==> src/hw/bds_regs.svh <==
// Register offsets, field layouts, reset values and decode constants of the setpoint bank.
// Assumes inclusion by bare name from the design modules.
// Contract
// - Positive output code resets to 6 V; 0x0A is 5 V, 0.1 V steps, saturating 18 V at 0x8C.
// - Positive gate field bits 5:0, reset zero, 8 V plus 0.5 V steps to 28 V.
// - Negative gate field bits 4:0, reset zero, -6 V minus 0.5 V steps to -21.5 V.
// - LED scale field bits 6:0, resets to top code, 36.5 percent plus 0.5 percent steps.
// - LED scale is a fraction of the resistor-set full-scale current, never absolute.
`ifndef BDS_REGS_SVH
`define BDS_REGS_SVH
`define BDS_OFS_POS_OUT 8'h03
`define BDS_OFS_POS_GATE 8'h04
`define BDS_OFS_NEG_GATE 8'h05
`define BDS_OFS_LED_SCALE 8'h06
`define BDS_RST_POS_OUT 8'h14
`define BDS_RST_POS_GATE 6'h00
`define BDS_RST_NEG_GATE 5'h00
`define BDS_RST_LED_SCALE 7'h7F
`define BDS_POS_OUT_MIN 8'h0A
`define BDS_POS_OUT_MAX 8'h8C
`define BDS_POS_GATE_MAX 6'h28
`define BDS_POS_GATE_W 6
`define BDS_NEG_GATE_W 5
`define BDS_LED_SCALE_W 7
`endif

==> src/hw/bds_pkg.sv <==
// Types shared by the setpoint bank modules.
// Assumes the constants header sits beside it.
package bds_pkg;
  typedef logic [7:0] bds_byte_t;
  typedef enum logic [3:0] {
    BDS_ST_IDLE = 4'h1,
    BDS_ST_PTR = 4'h2,
    BDS_ST_DATA = 4'h4,
    BDS_ST_READ = 4'h8
  } bds_state_t;
endpackage

==> src/hw/bds_setpoint_regs.sv <==
// Setpoint register bank behind an already decoded byte stream from the serial slave engine.
// Assumes the engine delivers start, stop, and each received byte as one-cycle pulses on mclk_i.
`timescale 1ns/1ps
`include "bds_regs.svh"
module bds_setpoint_regs (
  // Clock, reset, enable
  input wire logic mclk_i,
  input wire logic rst_i,
  input wire logic ce_i,
  // Byte stream from the slave engine
  input wire logic start_i,
  input wire logic stop_i,
  input wire logic rx_valid_i,
  input wire bds_pkg::bds_byte_t rx_data_i,
  input wire logic addr_match_i,
  input wire logic rd_req_i,
  // Read data back to the engine
  output bds_pkg::bds_byte_t tx_data_o,
  output logic tx_valid_o,
  // Setpoint codes for the regulators
  output bds_pkg::bds_byte_t pos_out_code_o,
  output logic [`BDS_POS_GATE_W-1:0] pos_gate_code_o,
  output logic [`BDS_NEG_GATE_W-1:0] neg_gate_code_o,
  output logic [`BDS_LED_SCALE_W-1:0] led_scale_frac_o
);
  import bds_pkg::*;

  bds_state_t state;
  bds_byte_t ptr;
  bds_byte_t pos_out;
  logic [`BDS_POS_GATE_W-1:0] pos_gate;
  logic [`BDS_NEG_GATE_W-1:0] neg_gate;
  logic [`BDS_LED_SCALE_W-1:0] led_scale;
  bds_byte_t pos_clamped;
  logic wr_en;

  function automatic bds_byte_t read_mux(input bds_byte_t a);
    case (a)
      `BDS_OFS_POS_OUT: read_mux = pos_out;
      `BDS_OFS_POS_GATE: read_mux = {2'h0, pos_gate};
      `BDS_OFS_NEG_GATE: read_mux = {3'h0, neg_gate};
      `BDS_OFS_LED_SCALE: read_mux = {1'h0, led_scale};
      default: read_mux = 8'h00;
    endcase
  endfunction

  // Framing: address byte, pointer byte, then data bytes until stop
  always_ff @(posedge mclk_i) begin
    if (rst_i) begin
      state <= BDS_ST_IDLE;
    end else if (ce_i) begin
      if (stop_i) begin
        state <= BDS_ST_IDLE;
      end else if (start_i) begin
        state <= addr_match_i ? (rd_req_i ? BDS_ST_READ : BDS_ST_PTR) : BDS_ST_IDLE;
      end else if (rx_valid_i) begin
        case (state)
          BDS_ST_PTR: state <= BDS_ST_DATA;
          BDS_ST_DATA: state <= BDS_ST_DATA;
          BDS_ST_READ: state <= BDS_ST_READ;
          BDS_ST_IDLE: state <= BDS_ST_IDLE;
          default: state <= BDS_ST_IDLE;
        endcase
      end
    end
  end

  // Pointer auto-increments so bursts walk the bank
  // Reads step on the request itself, so back-to-back requests never lose a step
  always_ff @(posedge mclk_i) begin
    if (rst_i) begin
      ptr <= 8'h00;
    end else if (ce_i && rx_valid_i && !start_i && !stop_i) begin
      if (state == BDS_ST_PTR) begin
        ptr <= rx_data_i;
      end else if ((state == BDS_ST_DATA) || (state == BDS_ST_READ)) begin
        ptr <= ptr + 8'h01;
      end
    end
  end

  assign wr_en = ce_i && rx_valid_i && !start_i && !stop_i && (state == BDS_ST_DATA);

  always_ff @(posedge mclk_i) begin
    if (rst_i) begin
      pos_out <= `BDS_RST_POS_OUT;
      pos_gate <= `BDS_RST_POS_GATE;
      neg_gate <= `BDS_RST_NEG_GATE;
      led_scale <= `BDS_RST_LED_SCALE;
    end else if (wr_en) begin
      case (ptr)
        `BDS_OFS_POS_OUT: pos_out <= rx_data_i;
        `BDS_OFS_POS_GATE: pos_gate <= rx_data_i[`BDS_POS_GATE_W-1:0];
        `BDS_OFS_NEG_GATE: neg_gate <= rx_data_i[`BDS_NEG_GATE_W-1:0];
        `BDS_OFS_LED_SCALE: led_scale <= rx_data_i[`BDS_LED_SCALE_W-1:0];
        default: pos_out <= pos_out;
      endcase
    end
  end

  // One read byte per engine request while in a read frame
  always_ff @(posedge mclk_i) begin
    if (rst_i) begin
      tx_data_o <= 8'h00;
      tx_valid_o <= 1'b0;
    end else if (ce_i) begin
      tx_valid_o <= (state == BDS_ST_READ) && rx_valid_i && !start_i && !stop_i;
      if ((state == BDS_ST_READ) && rx_valid_i && !start_i && !stop_i) begin
        tx_data_o <= read_mux(ptr);
      end
    end
  end

  bds_sat u_sat (
    .code_i(pos_out),
    .code_o(pos_clamped)
  );

  // Codes registered toward the analogue side; gate codes above 0x28 are unused, passed raw
  always_ff @(posedge mclk_i) begin
    if (rst_i) begin
      pos_out_code_o <= `BDS_RST_POS_OUT;
      pos_gate_code_o <= `BDS_RST_POS_GATE;
      neg_gate_code_o <= `BDS_RST_NEG_GATE;
      led_scale_frac_o <= `BDS_RST_LED_SCALE;
    end else if (ce_i) begin
      pos_out_code_o <= pos_clamped;
      pos_gate_code_o <= pos_gate;
      neg_gate_code_o <= neg_gate;
      // Scale code only; the sink multiplies it into the resistor-set full scale
      led_scale_frac_o <= led_scale;
    end
  end

  a_pos_sat: assert property (@(posedge mclk_i) disable iff (rst_i)
    ce_i && pos_out > 8'h8C |=> pos_out_code_o == 8'h8C)
    else $error("positive output code not saturated");
  a_pos_pass: assert property (@(posedge mclk_i) disable iff (rst_i)
    ce_i && pos_out >= 8'h0A && pos_out <= 8'h8C |=> pos_out_code_o == $past(pos_out))
    else $error("positive output code altered in range");
  a_gate_write: assert property (@(posedge mclk_i) disable iff (rst_i)
    wr_en && ptr == 8'h04 |=> pos_gate == $past(rx_data_i[5:0]))
    else $error("positive gate write lost");
  a_neg_write: assert property (@(posedge mclk_i) disable iff (rst_i)
    wr_en && ptr == 8'h05 |=> neg_gate == $past(rx_data_i[4:0]))
    else $error("negative gate write lost");
  a_led_write: assert property (@(posedge mclk_i) disable iff (rst_i)
    wr_en && ptr == 8'h06 |=> ##1 led_scale_frac_o == $past(rx_data_i[6:0], 2) || !$past(ce_i))
    else $error("LED scale not forwarded");
  a_led_hold: assert property (@(posedge mclk_i) disable iff (rst_i)
    !wr_en |=> $stable(led_scale))
    else $error("LED scale changed without write");
  a_frame_idle: assert property (@(posedge mclk_i) disable iff (rst_i)
    ce_i && stop_i |=> state == BDS_ST_IDLE && !wr_en)
    else $error("stop did not end frame");
  a_upper_zero: assert property (@(posedge mclk_i) disable iff (rst_i)
    tx_valid_o && $past(ptr) == 8'h06 |-> tx_data_o[7] == 1'b0)
    else $error("unused bit read as one");
  a_read_step: assert property (@(posedge mclk_i) disable iff (rst_i)
    ce_i && rx_valid_i && !start_i && !stop_i && state == BDS_ST_READ
    |=> ptr == $past(ptr) + 8'h01)
    else $error("read pointer did not step");
  c_write_led: cover property (@(posedge mclk_i) wr_en && ptr == 8'h06);
  c_ce_freeze: cover property (@(posedge mclk_i) !ce_i && start_i);
  c_write_burst: cover property (@(posedge mclk_i) wr_en ##1 wr_en);
  c_read_byte: cover property (@(posedge mclk_i) tx_valid_o);
endmodule

==> src/hw/bds_sat.sv <==
// Saturating clamp of the positive output code onto the regulator range.
// Assumes a combinational caller.
`timescale 1ns/1ps
`include "bds_regs.svh"
module bds_sat (
  // Raw and clamped code
  input wire bds_pkg::bds_byte_t code_i,
  output bds_pkg::bds_byte_t code_o
);
  import bds_pkg::*;
  // Codes above the top step still mean 18 V; below 0x0A is undefined, held at 5 V
  assign code_o = (code_i > `BDS_POS_OUT_MAX) ? `BDS_POS_OUT_MAX :
                  (code_i < `BDS_POS_OUT_MIN) ? `BDS_POS_OUT_MIN : code_i;
endmodule

==> config.mk <==
export PLATFORM = sky130hd
export DESIGN_NAME = bds_setpoint_regs
export DESIGN_NICKNAME = d
export VERILOG_FILES = /design/src/hw/bds_pkg.sv /design/src/hw/bds_setpoint_regs.sv /design/src/hw/bds_sat.sv
export VERILOG_INCLUDE_DIRS = /design/src /design/src/hw
export SDC_FILE = /design/constraint.sdc
export NUM_CORES = 1
export LEC_CHECK = 0
export BUFFER_PORTS_ARGS = -buffer_cell sky130_fd_sc_hd__buf_2
export CAP_MARGIN = 10
export CORE_MARGIN = 2
export CORE_UTILIZATION = 56
export CTS_CLUSTER_SIZE = 10
export DETAILED_ROUTE_END_ITERATION = 16
export PLACE_DENSITY = 0.84
export REMOVE_ABC_BUFFERS = 1
export SKIP_LAST_GASP = 1
export SYNTH_ARGS = -nofsm -noshare
export SYNTH_HDL_FRONTEND = slang
export SYNTH_SLANG_ARGS = --single-unit
==> constraint.sdc <==
create_clock -name mclk_i -period 2.3 [get_ports mclk_i]
set_input_delay 0.46 -clock mclk_i [delete_from_list [all_inputs] [get_ports mclk_i]]
set_output_delay 0.46 -clock mclk_i [all_outputs]
set_load 0.01 [all_outputs]
# [Yosys cells after proc, flatten, opt, wreduce, memory -nomap -nowiden]
# Index checks and enable logic that the tools add are counted.
[classes] n_addsub=1 n_lt_le_gt_ge=2 eq_ne=7 muxes=11 reduce_logical=20
[ops] cell="two-way mux 8 bit" n=4
[ops] cell="one-hot mux 8 bit (4 select lines)" n=1
[ops] cell="equality test 8 x 3 -> 1 bit (second input constant)" n=3
[ops] cell="two-way mux 4 bit" n=5
[ops] cell="AND reduction 2 bit" n=7
[ops] cell="adder 8 x 1 -> 8 bit (second input constant)" n=1
[ops] cell="equality test 8 x 2 -> 1 bit (second input constant)" n=1
[ops] cell="> comparator 8 bit (second input constant)" n=1
[ops] cell="less-than comparator 8 x 4 -> 1 bit (second input constant)" n=1
[ops] cell="one-hot mux 4 bit (2 select lines)" n=1
[ops] cell="logical AND 1 bit" n=7
[ops] cell="equality test 4 x 2 -> 1 bit (second input constant)" n=1
[ops] cell="equality test 4 x 3 -> 1 bit (second input constant)" n=1
[ops] cell="equality test 4 bit (second input constant)" n=1
[ops] cell="nonzero test 3 bit" n=1
[ops] cell="zero test 1 bit" n=2
[ops] cell="nonzero test 2 bit" n=1
[ops] cell="OR reduction 2 bit" n=1
[ops] cell="logical OR 1 bit" n=1
[word_totals] register_bits=73 in_bits=16 out_inout_bits=35 wordCells=53

# [Logic depth before layout (Yosys ltp)]
[depth] depth_word=6 mapped_depth=7 ltp_nobuf=6

# [By module]
# A second synthesis with hierarchy kept.
[unflattened] cells_unflattened=392 area_unflattened_um2=3457.1
[by_module_without_submodules] mod="bds_setpoint_regs" instances=1 cells_each=375 area_each_um2=3337.0 seq_area_each_um2=1461.4
[by_module_without_submodules] mod="bds_sat" instances=1 cells_each=17 area_each_um2=120.1 seq_area_each_um2=0.0

# [Least setup slack after synthesis]
# No wires, ideal clock.
[synth_path] path_type="in2reg" startpoint="in ce_i" endpoint="reg led_scale[0]" arrival_ns=1.910 required_ns=2.228 setup_slack_ns=0.319 path_stages=6 path_buffers=2 path_cell_list="buf_2 nand4bb_1 nor4_4 and4_1 buf_6 mux2i_1"
[synth_between] elab_chain_len=5
[synth_lines] element="start, declared" line="bds_setpoint_regs.sv:9" rtl="input wire logic ce_i,"
[synth_lines] element="logical AND 1 bit (4 in a row)" line="bds_setpoint_regs.sv:82" rtl="assign wr_en = ce_i && rx_valid_i && !start_i && !stop_i && (state == BDS_ST_DATA);"
[synth_lines] element="AND reduction 2 bit (no line)"
[synth_lines] element="end signal, assigned" line="bds_setpoint_regs.sv:89" rtl="led_scale <= `BDS_RST_LED_SCALE;"
[synth_lines] element="end signal, assigned" line="bds_setpoint_regs.sv:95" rtl="`BDS_OFS_LED_SCALE: led_scale <= rx_data_i[`BDS_LED_SCALE_W-1:0];"
[synth_lines] element="end, declared" line="bds_setpoint_regs.sv:33" rtl="logic [`BDS_LED_SCALE_W-1:0] led_scale;"
# Every way passes these cells.
# A chain may end at the register's enable or synchronous reset.

# [Worst setup path in the final report]
[layout_path] startpoint="reg ptr[2]" endpoint="reg pos_gate[5]"
[layout_between] elab_chain_len=2
[layout_lines] element="start, declared" line="bds_setpoint_regs.sv:29" rtl="bds_byte_t ptr;"
[layout_lines] element="start signal, assigned" line="bds_setpoint_regs.sv:75" rtl="ptr <= rx_data_i;"
[layout_lines] element="start signal, assigned" line="bds_setpoint_regs.sv:77" rtl="ptr <= ptr + 8'h01;"
[layout_lines] element="equality test 8 x 3 -> 1 bit" line="bds_setpoint_regs.sv:91" rtl="case (ptr)"
[layout_lines] element="AND reduction 2 bit (no line)"
[layout_lines] element="end signal, assigned" line="bds_setpoint_regs.sv:87" rtl="pos_gate <= `BDS_RST_POS_GATE;"
[layout_lines] element="end signal, assigned" line="bds_setpoint_regs.sv:93" rtl="`BDS_OFS_POS_GATE: pos_gate <= rx_data_i[`BDS_POS_GATE_W-1:0];"
[layout_lines] element="end, declared" line="bds_setpoint_regs.sv:31" rtl="logic [`BDS_POS_GATE_W-1:0] pos_gate;"
# Every way passes these cells.

==> run_results.csv <==
group,metric,value,unit
clocking,clk_latency,0.36,ns
clocking,clk_pin_slew_worst_paths,0.08,ns
sta,fmax,0.4900,GHz
global_route,grtUsageTotal,0.2721,
placed_design,dp_hpwl,5912,um
setup_path,reg2regPathDepth,4,
finish,final_nets,450,
global_route,gr-total-overflow,0,
finish,final-instance-count-excl-fill,510,
placed_design,io_buffers,50,
setup_path,critPathMaxFanout,11,
setup_path,cp.depth,4,
sta,tns,0,ns
hold_path,hold_class,"in2reg",
finish,drive_above_1_share,0.2023,
clocking,root_buffer,"clkbuf_8",
setup_path,required,2.53,ns
global_route,antenna_found_initial,0,
die,row_count,28,
finish,stdcell_area,3920,um2
sta,post-route-min-period,2.041,ns
finish,seq_area,1461,um2
finish,fillCellCount,457,
clocking,cts_tree,"done",
sta,max_slew.worst_pin.slew,0.7223,ns
yosys,ys.flop_type,"dfxtp_1",
outcome,status,"completed",
routing,ant_nets,0,
sta,fin_crit_sh,0.8873,
sta,finalSetupViolations,0,
die,start_util,0.5744,
die,die_area,6637,um2
die,core_area,5851,um2
yosys,ys_seq_elements,73,
yosys,seq_area_frac_synth,0.4348,
routing,detail_route.wl_per_cell,16.74,um
pwr,power_frac_seq,0.488,
setup_path,worstPathArrival,2.27,ns
routing,vias,3074,
yosys,async_reset_ff_frac,0,
die,die_y,81.47,um
clocking,cts_max_level,3,
finish,utilization,0.6700,
setup_path,worstSetupPathType,"reg2reg",
routing,remaining_drc_errors,0,
die,ios,51,
setup_path,slowest_stage,"dfxtp_1",
pwr,max-vdd-ir-drop,446.5,uV
clocking,cts_buffers,9,
hold_path,hold_path_depth,3,
setup_path,worstPathCellList,"nor4b_1 -> nand4_1 -> o21ai_0 -> a21oi_1",
finish,multiInputGateArea,1753,um2
pwr,leakagePower,1.503,nW
finish,final_cell_mix,"dfxtp_1, buf_2, nor2_1",
sta,hold_violations,0,
global_route,grt_pass1_vias,2845,
routing,firstDrtPassIters,5,
setup_path,critPathLaunchType,"flop",
die,die-width,81.47,um
pwr,intPower,0.002035,W
routing,drt_iter0_drc,235,
sta,drv_slew,0,
finish,area_delta_synth_final,16.64,%
clocking,clkSinkCount,73,
setup_path,cpPeakStageDelay,0.58,ns
yosys,synth_edf_count,0,
placed_design,place_area,3679,um2
yosys,syn_inst,386,
sta,rsz0062_at_grt,"false",
clocking,cts.path.max_buffers,2,
placed_design,placed_cells,494,
finish,insertedDiodeCount,0,
setup_path,critPathTopFamily,"simple AND/OR/NAND/NOR gates",
pwr,clockPowerShare,0.468,
yosys,yosysWarnings,0,
setup_path,worst-path-buf-inv,0,
pwr,p_per_area,667.3,nW/um2
clocking,postCtsSetupBuffers,0,
routing,finalWirelength,8535,um
pwr,p_sw_frac,0.2222,
sta,hold_ws,0.3947,ns
yosys,ys_types,47,
run,max_cap_violations,0,
clocking,ctsResizeCount,0,
clocking,cts_hold_buf,0,
global_route,grt_max_degree,27,
pwr,p_sw,0.0005814,W
yosys,syn-cell-area,3361,um2
routing,viasPerCell,6.027,
global_route,grt_pass1_wl,13560,um
setup_path,cp-end-kind,"flop",
sta,fin_skew,0.008419,ns
yosys,synth_area_per_cell,8.707,um2
yosys,yosysTopAreaCell,"dfxtp_1",
yosys,synthTopCellsByArea,"dfxtp_1, mux2i_1, nor2_1",
finish,final_common_cell,"dfxtp_1",
yosys,synth_top_area_frac,0.4348,
placed_design,finalWeightedCongestion,0.9183,
sta,maxSlewHeadroom,0.5143,
pwr,p_comb_frac,0.044,
## metal layers
layer  global-route usage  vias up  share of wire
li1                     -     1500              -
met1               0.3435     1439           0.43
met2               0.4451      122           0.48
met3              0.06374       13          0.069
met4               0.1169        0          0.015
met5                    0        -              0
## final timing paths
check	start	to	slack [ns]
worst max-delay path	ptr[2]	pos_gate[5]	0.26
worst max register to register	ptr[2]	pos_gate[5]	0.26
worst min register to register	pos_out_code_o[0]	pos_out_code_o[0]	0.46
worst min-delay path	rx_data_i[7]	pos_out[7]	0.39
## flip-flops by register name (all words and copies together), names as in the netlist
register,count
led_scale,7
led_scale_frac_o,7
pos_out,8
state,4
tx_valid_o,1
tx_data_o,8
neg_gate,5
pos_gate,6
ptr,8
neg_gate_code_o,5
pos_out_code_o,8
pos_gate_code_o,6
## power groups by stage
| stage | sequential, W | clock (W) | combinational, W |
|---|---|---|---|
| floorplan | 0.00131 | 0 | 0.0000338 |
| global placement | 0.00131 | 0 | 0.000112 |
| detailed placement | 0.00131 | 0 | 0.000113 |
| CTS | 0.00128 | 0.00124 | 0.000115 |
| global route | 0.00128 | 0.00129 | 0.000126 |
| finish | 0.00128 | 0.00122 | 0.000116 |
## synthesized netlist by cell type (all sizes together), types with 7 or more instances
cell	instances
nor2	47
a32oi	8
o21ai	34
a211o	9
nand2	19
clkbuf	22
nor3	7
a21oi	30
nand3	22
dfxtp	73
buf	8
nor2b	9
mux2i	26
## stage by stage
| stage | power (W) | setup slack (ns) |
|---|---|---|
| floorplan | 0.001343 | -0.3253 |
| global placement | 0.001418 | 0.3665 |
| detailed placement | 0.001419 | 0.2959 |
| CTS | 0.002631 | 0.3377 |
| global route | 0.002696 | 0.1121 |
| finish | 0.002616 | 0.2592 |
## tightest hold or removal path: cells and delay by family
family	cells	cell delay [ns]
and+or+nand+nor	1	0.07
buffers and inverters	1	0.11
AOI/OAI and AO/OA	1	0.06
## final cells by class
class | instances | share of cell area
Tap cell | 75 | 0.02394
Clock inverter | 7 | 0.03000
Multi-Input combinational cell | 277 | 0.4472
Sequential cell | 73 | 0.3728
Clock buffer | 9 | 0.03160
Timing Repair Buffer | 63 | 0.08873
Inverter | 6 | 0.005745
## cells by family (layout without fill, tap and decap cells)
group                      after synthesis  in the layout  share of synthesized area
buffers and inverters                   36             85                    0.04542
muxes                                   27             27                    0.08079
DFF                                     73             73                     0.4348
adders and majority gates                4              4                    0.01489
xor gates and xnor gates                 2              2                   0.005213
AOI/OAI and AO/OA                      104            104                     0.1973
and+or+nand+nor                        140            140                     0.2215
Note: power is estimated with default switching activity, not from simulation.
